### src/logic/pvic_pkg.sv
// shared constants for the prioritised vectored interrupt controller
package pvic_pkg;

    // ------------------------------------------------------------------
    // source numbering
    // ------------------------------------------------------------------
    localparam int NUM_SRC = 12;
    localparam int SRC_W = 4;
    localparam int SRC_IO_A = 0;
    localparam int SRC_IO_B = 1;
    localparam int SRC_TMR0 = 2;
    localparam int NUM_TMR = 6;
    localparam int SRC_EXT0 = 8;
    localparam int NUM_EXT = 4;
    localparam int PRIO_W = 3;
    localparam logic [SRC_W-1:0] NO_SOURCE = 4'hf;

    // ------------------------------------------------------------------
    // detection types
    // ------------------------------------------------------------------
    typedef enum logic [1:0] {
        PVIC_LOW_LEVEL = 2'b00,
        PVIC_FALL_EDGE = 2'b01,
        PVIC_HIGH_LEVEL = 2'b10,
        PVIC_RISE_EDGE = 2'b11
    } pvic_sense_t;

    // ------------------------------------------------------------------
    // register map, byte addresses
    // ------------------------------------------------------------------
    localparam int ADR_W = 8;
    localparam logic [ADR_W-1:0] OFS_MODE0 = 8'h00;
    localparam logic [ADR_W-1:0] OFS_FAST_MODE = 8'h30;
    localparam logic [ADR_W-1:0] OFS_VECTOR = 8'h40;
    localparam logic [ADR_W-1:0] OFS_STATUS = 8'h44;
    localparam logic [ADR_W-1:0] OFS_ENABLE = 8'h48;
    localparam logic [ADR_W-1:0] OFS_EN_SET = 8'h4c;
    localparam logic [ADR_W-1:0] OFS_EN_CLR = 8'h50;
    localparam logic [ADR_W-1:0] OFS_CLEAR = 8'h54;
    localparam logic [ADR_W-1:0] OFS_RAW = 8'h58;

    // ------------------------------------------------------------------
    // field layout and reset values
    // ------------------------------------------------------------------
    localparam int MODE_PRIO_LSB = 0;
    localparam int MODE_SENSE_LSB = 5;
    localparam int VEC_LEVEL_LSB = 4;
    localparam int VEC_VALID_BIT = 8;
    localparam int FAST_BIT = 12;
    localparam int STAT_W = 13;
    localparam logic [STAT_W-1:0] ENABLE_RST = 13'h0000;
    localparam logic [PRIO_W-1:0] PRIO_RST = 3'h0;
    localparam logic [1:0] SENSE_RST = 2'h2;

endpackage

### src/logic/pvic_top.sv
// interrupt controller top: sources, masking, arbitration, wishbone registers
//
// Contract
// - fast core request only from fast pin
// - standard request from peripherals and four pins
// - eight-level priority encoder ranks standard sources
// - per-source mask and vector naming serviced source
// - internal sources: level or edge detection
// - external sources: rise, fall, high, low
// - one line from each parallel io controller
// - one line from every timer channel
//
// Added by the designer: the Wishbone register port and the address map.
`timescale 1ns/1ps
`default_nettype none
module pvic_top
    import pvic_pkg::*;
(
    input wire logic REF_CLK,
    input wire logic RST,
    input wire logic WB_CYC_I,
    input wire logic WB_STB_I,
    input wire logic WB_WE_I,
    input wire logic [ADR_W-1:0] WB_ADR_I,
    input wire logic [3:0] WB_SEL_I,
    input wire logic [31:0] WB_DAT_I,
    output logic [31:0] WB_DAT_O,
    output logic WB_ACK_O,
    input wire logic EXT_FAST_IRQ_PIN,
    input wire logic [NUM_EXT-1:0] EXT_IRQ_PIN,
    input wire logic IO_CTRL_A_IRQ,
    input wire logic IO_CTRL_B_IRQ,
    input wire logic [NUM_TMR-1:0] TIMER_IRQ,
    output logic CORE_FAST_IRQ_IN_N,
    output logic CORE_STD_IRQ_IN_N,
    output logic [SRC_W-1:0] IRQ_VECTOR,
    output logic IRQ_ACTIVE
);
    // ------------------------------------------------------------------
    // source gathering
    // ------------------------------------------------------------------
    logic [NUM_SRC-1:0] src_in;
    logic [NUM_SRC-1:0] pend;
    logic [NUM_SRC-1:0] clr_src;
    logic [NUM_SRC*PRIO_W-1:0] prio_flat;
    logic [NUM_SRC*2-1:0] sense_eff;
    logic fast_pend;
    logic fast_clr;

    always_comb
    begin
        src_in = '0;
        src_in[SRC_IO_A] = IO_CTRL_A_IRQ;
        src_in[SRC_IO_B] = IO_CTRL_B_IRQ;
        src_in[SRC_TMR0 +: NUM_TMR] = TIMER_IRQ;
        src_in[SRC_EXT0 +: NUM_EXT] = EXT_IRQ_PIN;
    end

    // ------------------------------------------------------------------
    // register state
    // ------------------------------------------------------------------
    logic [PRIO_W-1:0] prio_q [NUM_SRC];
    logic [PRIO_W-1:0] prio_d [NUM_SRC];
    logic [1:0] sense_q [NUM_SRC+1];
    logic [1:0] sense_d [NUM_SRC+1];
    logic [STAT_W-1:0] enable_q, enable_d;
    logic [31:0] dat_q, dat_d;
    logic ack_q, ack_d;
    logic fast_n_q, fast_n_d;
    logic std_n_q, std_n_d;
    logic [SRC_W-1:0] vec_q, vec_d;
    logic active_q, active_d;

    genvar g;
    generate
        for (g = 0; g < NUM_SRC; g++)
        begin : gen_src
            // internal lines only offer high level or rising edge
            if (g < SRC_EXT0)
            begin : gen_int
                assign sense_eff[g*2 +: 2] = {1'b1, sense_q[g][0]};
            end
            else
            begin : gen_ext
                assign sense_eff[g*2 +: 2] = sense_q[g];
            end
            assign prio_flat[g*PRIO_W +: PRIO_W] = prio_q[g];
            pvic_detect u_det (
                .clk(REF_CLK),
                .rst(RST),
                .src(src_in[g]),
                .sense(sense_eff[g*2 +: 2]),
                .clr(clr_src[g]),
                .pending(pend[g])
            );
        end
    endgenerate

    pvic_detect u_fast_det (
        .clk(REF_CLK),
        .rst(RST),
        .src(EXT_FAST_IRQ_PIN),
        .sense(sense_q[NUM_SRC]),
        .clr(fast_clr),
        .pending(fast_pend)
    );

    // ------------------------------------------------------------------
    // arbitration
    // ------------------------------------------------------------------
    logic [NUM_SRC-1:0] req_masked;
    logic win_valid;
    logic [SRC_W-1:0] win_index;
    logic [PRIO_W-1:0] win_level;
    logic [STAT_W-1:0] status;

    assign req_masked = pend & enable_q[NUM_SRC-1:0];
    assign status = {fast_pend, pend};

    pvic_prio u_prio (
        .req(req_masked),
        .prio(prio_flat),
        .valid(win_valid),
        .index(win_index),
        .level(win_level)
    );

    // ------------------------------------------------------------------
    // wishbone slave: one wait state, unmapped reads give zero
    // ------------------------------------------------------------------
    logic bus_req;
    logic wr;
    logic [31:0] wmask;
    logic [31:0] wdat;

    always_comb
    begin
        // ack_q in the term stops a held strobe from being taken twice
        bus_req = WB_CYC_I & WB_STB_I & ~ack_q;
        wr = bus_req & WB_WE_I;
        for (int b = 0; b < 4; b++)
        begin
            wmask[b*8 +: 8] = {8{WB_SEL_I[b]}};
        end
        wdat = WB_DAT_I & wmask;
        ack_d = bus_req;
        enable_d = enable_q;
        clr_src = '0;
        fast_clr = 1'b0;
        for (int i = 0; i < NUM_SRC; i++)
        begin
            prio_d[i] = prio_q[i];
            sense_d[i] = sense_q[i];
        end
        sense_d[NUM_SRC] = sense_q[NUM_SRC];
        if (wr)
        begin
            for (int i = 0; i < NUM_SRC; i++)
            begin
                if (WB_ADR_I == OFS_MODE0 + ADR_W'(4 * i) && WB_SEL_I[0])
                begin
                    prio_d[i] = WB_DAT_I[MODE_PRIO_LSB +: PRIO_W];
                    sense_d[i] = WB_DAT_I[MODE_SENSE_LSB +: 2];
                end
            end
            if (WB_ADR_I == OFS_FAST_MODE && WB_SEL_I[0])
            begin
                sense_d[NUM_SRC] = WB_DAT_I[MODE_SENSE_LSB +: 2];
            end
            // set and clear addresses change single enables without a read
            case (WB_ADR_I)
                OFS_EN_SET: enable_d = enable_q | wdat[STAT_W-1:0];
                OFS_EN_CLR: enable_d = enable_q & ~wdat[STAT_W-1:0];
                OFS_CLEAR:
                begin
                    // acknowledge of edge sources; level sources ignore it
                    clr_src = wdat[NUM_SRC-1:0];
                    fast_clr = wdat[FAST_BIT];
                end
                default: ;
            endcase
        end
    end

    // ------------------------------------------------------------------
    // read answer: decoded in the taking cycle, shown with ack
    // ------------------------------------------------------------------
    always_comb
    begin
        // zero outside a read answer keeps the data bus quiet between cycles
        dat_d = '0;
        if (bus_req && !WB_WE_I)
        begin
            for (int i = 0; i < NUM_SRC; i++)
            begin
                if (WB_ADR_I == OFS_MODE0 + ADR_W'(4 * i))
                begin
                    dat_d[MODE_PRIO_LSB +: PRIO_W] = prio_q[i];
                    dat_d[MODE_SENSE_LSB +: 2] = sense_eff[i*2 +: 2];
                end
            end
            // mode addresses fall to the empty default and keep the value above
            case (WB_ADR_I)
                OFS_FAST_MODE: dat_d[MODE_SENSE_LSB +: 2] = sense_q[NUM_SRC];
                OFS_VECTOR:
                begin
                    // reading the vector does not acknowledge the source
                    dat_d[SRC_W-1:0] = win_index;
                    dat_d[VEC_LEVEL_LSB +: PRIO_W] = win_level;
                    dat_d[VEC_VALID_BIT] = win_valid;
                end
                // status shows enabled sources only; raw shows them all
                OFS_STATUS: dat_d[STAT_W-1:0] = status & enable_q;
                OFS_ENABLE: dat_d[STAT_W-1:0] = enable_q;
                OFS_RAW: dat_d[STAT_W-1:0] = status;
                default: ;
            endcase
        end
    end

    // ------------------------------------------------------------------
    // core request outputs, registered so they never glitch
    // ------------------------------------------------------------------
    always_comb
    begin
        fast_n_d = ~(fast_pend & enable_q[FAST_BIT]);
        std_n_d = ~win_valid;
        vec_d = win_index;
        active_d = |(status & enable_q);
    end

    always_ff @(posedge REF_CLK or posedge RST)
    begin
        // the vector moves on the same edge as the request it belongs to
        if (RST)
        begin
            fast_n_q <= 1'b1;
            std_n_q <= 1'b1;
            vec_q <= NO_SOURCE;
            active_q <= 1'b0;
        end
        else
        begin
            fast_n_q <= fast_n_d;
            std_n_q <= std_n_d;
            vec_q <= vec_d;
            active_q <= active_d;
        end
    end

    // ------------------------------------------------------------------
    // configuration registers
    // ------------------------------------------------------------------
    always_ff @(posedge REF_CLK or posedge RST)
    begin
        if (RST)
        begin
            for (int i = 0; i < NUM_SRC; i++)
            begin
                prio_q[i] <= PRIO_RST;
                sense_q[i] <= SENSE_RST;
            end
            // the fast line's sense sits one past the last source
            sense_q[NUM_SRC] <= SENSE_RST;
            enable_q <= ENABLE_RST;
        end
        else
        begin
            for (int i = 0; i < NUM_SRC; i++)
            begin
                prio_q[i] <= prio_d[i];
                sense_q[i] <= sense_d[i];
            end
            sense_q[NUM_SRC] <= sense_d[NUM_SRC];
            enable_q <= enable_d;
        end
    end

    // ------------------------------------------------------------------
    // bus answer registers
    // ------------------------------------------------------------------
    always_ff @(posedge REF_CLK or posedge RST)
    begin
        // a registered ack costs one wait state but cannot glitch
        if (RST)
        begin
            dat_q <= '0;
            ack_q <= 1'b0;
        end
        else
        begin
            dat_q <= dat_d;
            ack_q <= ack_d;
        end
    end

    assign WB_DAT_O = dat_q;
    assign WB_ACK_O = ack_q;
    assign CORE_FAST_IRQ_IN_N = fast_n_q;
    assign CORE_STD_IRQ_IN_N = std_n_q;
    assign IRQ_VECTOR = vec_q;
    assign IRQ_ACTIVE = active_q;
endmodule
`default_nettype wire

### src/logic/pvic_detect.sv
// one source detector: level or edge sensing with a sticky edge latch
`timescale 1ns/1ps
`default_nettype none
module pvic_detect
    import pvic_pkg::*;
(
    input wire logic clk,
    input wire logic rst,
    input wire logic src,
    input wire logic [1:0] sense,
    input wire logic clr,
    output logic pending
);
    logic src_q, src_d;
    logic latch_q, latch_d;
    logic edge_seen;

    always_comb
    begin
        src_d = src;
        unique case (pvic_sense_t'(sense))
            PVIC_RISE_EDGE: edge_seen = src & ~src_q;
            PVIC_FALL_EDGE: edge_seen = ~src & src_q;
            default: edge_seen = 1'b0;
        endcase
        // a new edge in the clearing cycle is kept
        latch_d = edge_seen | (latch_q & ~clr);
        if (!sense[0])
        begin
            latch_d = 1'b0;
        end
        case (pvic_sense_t'(sense))
            PVIC_HIGH_LEVEL: pending = src;
            PVIC_LOW_LEVEL: pending = ~src;
            default: pending = latch_q;
        endcase
    end

    always_ff @(posedge clk or posedge rst)
    begin
        if (rst)
        begin
            src_q <= 1'b0;
            latch_q <= 1'b0;
        end
        else
        begin
            src_q <= src_d;
            latch_q <= latch_d;
        end
    end
endmodule
`default_nettype wire

### src/logic/pvic_prio.sv
// eight-level priority encoder; ties go to the lowest source number
`timescale 1ns/1ps
`default_nettype none
module pvic_prio
    import pvic_pkg::*;
(
    input wire logic [NUM_SRC-1:0] req,
    input wire logic [NUM_SRC*PRIO_W-1:0] prio,
    output logic valid,
    output logic [SRC_W-1:0] index,
    output logic [PRIO_W-1:0] level
);
    always_comb
    begin
        valid = 1'b0;
        index = NO_SOURCE;
        level = '0;
        // scan downward so equal levels settle on the lowest number
        for (int i = NUM_SRC - 1; i >= 0; i--)
        begin
            if (req[i] && (!valid || prio[i*PRIO_W +: PRIO_W] >= level))
            begin
                valid = 1'b1;
                index = SRC_W'(i);
                level = prio[i*PRIO_W +: PRIO_W];
            end
        end
    end
endmodule
`default_nettype wire

### config.mk
export PLATFORM = sky130hd
export DESIGN_NAME = pvic_top
export DESIGN_NICKNAME = d
export VERILOG_FILES = /design/src/logic/pvic_pkg.sv /design/src/logic/pvic_top.sv /design/src/logic/pvic_detect.sv /design/src/logic/pvic_prio.sv
export SDC_FILE = /design/constraint.sdc
export NUM_CORES = 1
export LEC_CHECK = 0
export BUFFER_PORTS_ARGS = -buffer_cell sky130_fd_sc_hd__buf_2
export CAP_MARGIN = 20
export CORE_MARGIN = 4
export CORE_UTILIZATION = 30
export CTS_BUF_LIST = sky130_fd_sc_hd__clkbuf_4 sky130_fd_sc_hd__clkbuf_8
export DETAILED_ROUTE_END_ITERATION = 10
export SETUP_SLACK_MARGIN = 0.4
export SLEW_MARGIN = 30
export SYNTH_ARGS = -nofsm -noshare
export SYNTH_HDL_FRONTEND = slang
export SYNTH_SLANG_ARGS = --single-unit
### constraint.sdc
create_clock -name REF_CLK -period 15.55 [get_ports REF_CLK]
set_clock_uncertainty 0.05 [all_clocks]
set_input_delay 2.3325 -clock REF_CLK [delete_from_list [all_inputs] [get_ports REF_CLK]]
set_output_delay 2.3325 -clock REF_CLK [all_outputs]
set_load 0.02 [all_outputs]
==> key figures <==
Routing
  – DRT Wirelength: 22,800 µm
  – Routed vias/inst: 5.27
  – Initial DRC Count: 575
  – DRT antenna net count: 0
  – TritonRoute pass-1 iters: 5
  – WL/cell: 18.5 µm
  – Vias: 6,520
  – # DRC: 0

Timing
  – Final Cycle Share: 108%
  – Slew HR: 42.6%
  – Fmax achieved: 59.8 MHz
  – Min Tclk post-route: 16.72 ns
  – RSZ-0062 raised after global routing: true
  – # setup viols final: 11
  – Final hold vios: 0
  – Slew @ Worst Pin: 0.858 ns
  – Fin worst setup slack: -1.17 ns
  – Fin. max-slew vios: 0

Floorplan
  – Rows: 55
  – Core Region: 22,900 µm²
  – Area of the die: 26,100 µm²
  – Die height: 161 µm
  – Starting density of the core: 30.8%
  – # IOs: 102
  – Die X: 161 µm

Final layout
  – Fraction of layout cells with a size suffix above 1: 39.3%
  – Antenna Cells: 0
  – FF/Latch Area: 2870 µm²
  – Area delta synth->final: 33.3%
  – Area of the multi-input gates: 4470 µm²
  – # fillers: 2,246
  – Post-route cell area: 9410 µm²
  – Nets: 1,003

Placed design
  – Buffers on Ports: 61
  – DP HPWL: 16,700 µm
  – Area after DPL: 8410 µm²
  – Gpl congestion: 0.917
  – Pre-CTS setup slack: -1.76 ns

Critical path
  – Crit path largest cell delay: 0.40 ns
  – CP Data Required Time: 15.88 ns
  – Critical path's most frequent cell: nand2b_4
  – RR Startpoint: sense_eff[23]$_DFFE_PP1P_
  – Top delay family on crit path: compound AO/OA/AOI/OAI gates
  – CP arrival: 17.05 ns
  – R2R cell count: 83
  – Endpoint of the lowest-slack register-to-register path: WB_DAT_O[3]$_DFF_PP0_
  – CP bufs+invs: 6
  – Reg-to-reg slack, setup: 0.21 ns
  – Critical path class: in2reg
  – Worst-path fanout max: 4
  – Worst path slowest cell: or3_4
  – Crit end category: register
  – Startpoint Class: input port

Status
  – Failing checks: negative setup slack
  – Status: complete, but fails checks

GRT
  – Initial antenna violation count: 0
  – Vias in the first global route: 6,515
  – Tot GR Track Use: 17.6%
  – Grt ovf: 0
  – First-pass GRT wire length: 35,900 µm
  – Pin count of the biggest net entering global routing: 62

Clocking
  – Root Buffer Master: clkbuf_8
  – CTS buffer count: 17
  – Htree depth: 4
  – Clock Tree Buf Depth: 2
  – Cts hold-fix bufs: 0
  – CTS tree: done
  – Clk sinks: 114
  – Clk slew on worst S/H paths: 0.07 ns
  – Skew-Pair Late Insertion Delay: 0.45 ns

Yosys
  – Number of synthesized register bits: 114
  – Top cell type's share of synthesized area: 36.5%
  – Cell taking the most area after synthesis: dfrtp_1
  – Synth Flop Type: dfrtp_1
  – Synthesized cell area: 7060 µm²
  – Avg Synthesized Cell Area: 9.55 µm²
  – Commonest cells post-synth: dfrtp_1 (103), nand2_1 (75), mux2_2 (63)
  – Post-synth ARST share: 100%
  – Synth warn: 0
  – Sequential share of the synthesized area: 40.6%
  – Synth unique cells: 75
  – EDFF count, synth: 0
  – Cell with the most instances after synthesis: dfrtp_1
  – Cells after synthesis: 739
  – Top cells by area, synth: dfrtp_1 (37%), mux2_2 (10%), ha_1 (5.3%)

Power
  – Sw frac: 25.7%
  – Gate power share: 8.0%
  – Maximum vdd drop: 0.0000484 V
  – Power Density: 68.4 nW/µm²
  – Cell internal pwr: 478 µW
  – Switching power: 166 µW
  – Leakage: 0.00431 µW
  – Sequential cell fraction of total power: 47.1%
  – Part of the power in the clock network: 44.9%

Hold path
  – Worst hold start: gen_src[1].u_det.src_q$_DFF_PP0_
  – Worst min-delay path class: reg2reg
  – Hold path depth: 2
  – Min-Delay Endpoint: gen_src[1].u_det.latch_q$_DFF_PP0_

Job
  – Total of max-cap violations: 0
## layout make-up
class / count / share of cell area (%)
Clock buffer: 23 / 3.16
Timing Repair Buffer: 170 / 12.3
Tap cell: 313 / 4.16
Clock inverter: 9 / 1.16
Inverter: 32 / 1.30
Sequential cell: 114 / 30.5
Multi-Input combinational cell: 576 / 47.5
## stage by stage
step	std cells	utilization [%]	TNS, ns	hold WS, ns	power [µW]
after global placement	1172	36.7	-16.34	0.436	356
after global routing	1237	41.1	-18.71	0.489	672
after CTS	1230	40.4	-8.28	0.459	651
final	1237	41.1	-11.00	0.453	644
after floorplan	757	-	-9.32	0.363	338
after detailed placement	1172	36.7	-16.98	0.449	356
## cells by family after synthesis
| group | share of synthesized area [%] |
|---|---|
| flops | 40.6 |
| fa+ha+maj | 5.48 |
| compound gates | 22.6 |
| xor+xnor | 0.620 |
| buf+inv | 4.61 |
| other cells | 0.0531 |
| mux | 10.6 |
| simple gates | 15.4 |
## cell usage in the layout (no fill, tap or decap), types with 5 or more instances in the layout
master / count
o21ai_0: 25
dfstp_2: 11
o21ai_1: 8
o31a_1: 7
nor2_1: 59
dfrtp_1: 103
mux2_2: 60
a21boi_0: 14
buf_6: 6
nor3_1: 6
inv_1: 30
nand2b_4: 10
buf_2: 60
a21oi_2: 11
nand3_1: 15
conb_1: 19
ha_4: 8
buf_4: 103
a21oi_1: 25
nand2_1: 71
a31oi_1: 28
o21a_1: 7
a22oi_1: 19
and2_1: 6
clkbuf_8: 20
or3_1: 5
a221oi_1: 6
and3_1: 5
nand2b_1: 13
ha_1: 22
a21o_1: 15
## timing repair
action                                  CTS  global route
endpoints found under the setup margin   11            11
resized for setup                        46            20
pin swaps                                60            63
setup buffers                            26             7
## layer usage
layer	up-vias	GRT usage (%)	share of wire, %
met5	-	0	0
met4	0	5.23	1.8
met3	37	3.24	5.0
met2	184	28.8	48
met1	3250	23.7	45
li1	3049	-	-
## power by group through the flow
stage | clock network [µW] | logic, µW | registers (µW)
after floorplan | 0 | 29.0 | 309
after global placement | 0 | 46.8 | 309
after detailed placement | 0 | 47.3 | 309
after CTS | 297 | 50.7 | 303
after global routing | 311 | 56.7 | 304
final | 289 | 51.5 | 303
## worst reg2reg max path, delay by kind of cell, from the launching register on
| family | cells | cell delay [ns] |
|---|---|---|
| xor+xnor | 1 | 0.12 |
| mux | 2 | 0.66 |
| flops | 1 | 0.64 |
| simple gates | 26 | 4.03 |
| compound gates | 38 | 6.38 |
| fa+ha+maj | 11 | 2.66 |
| buf+inv | 5 | 0.75 |
## worst max path at each step
stage / from / end / slack [ns] / depth (start not counted)
2_1_floorplan: EXT_IRQ_PIN[3] / WB_DAT_O[2]$_DFF_PP0_ / -1.04 / 81
3_3_place_gp: EXT_IRQ_PIN[3] / WB_DAT_O[0]$_DFF_PP0_ / -1.68 / 81
3_5_place_dp: EXT_IRQ_PIN[3] / WB_DAT_O[0]$_DFF_PP0_ / -1.76 / 81
4_1_cts: EXT_IRQ_PIN[3] / WB_DAT_O[3]$_DFF_PP0_ / -0.99 / 84
5_1_grt: EXT_IRQ_PIN[3] / WB_DAT_O[3]$_DFF_PP0_ / -1.90 / 85
6_report: EXT_IRQ_PIN[3] / WB_DAT_O[3]$_DFF_PP0_ / -1.17 / 84
Power figures use the tool's default switching activity.
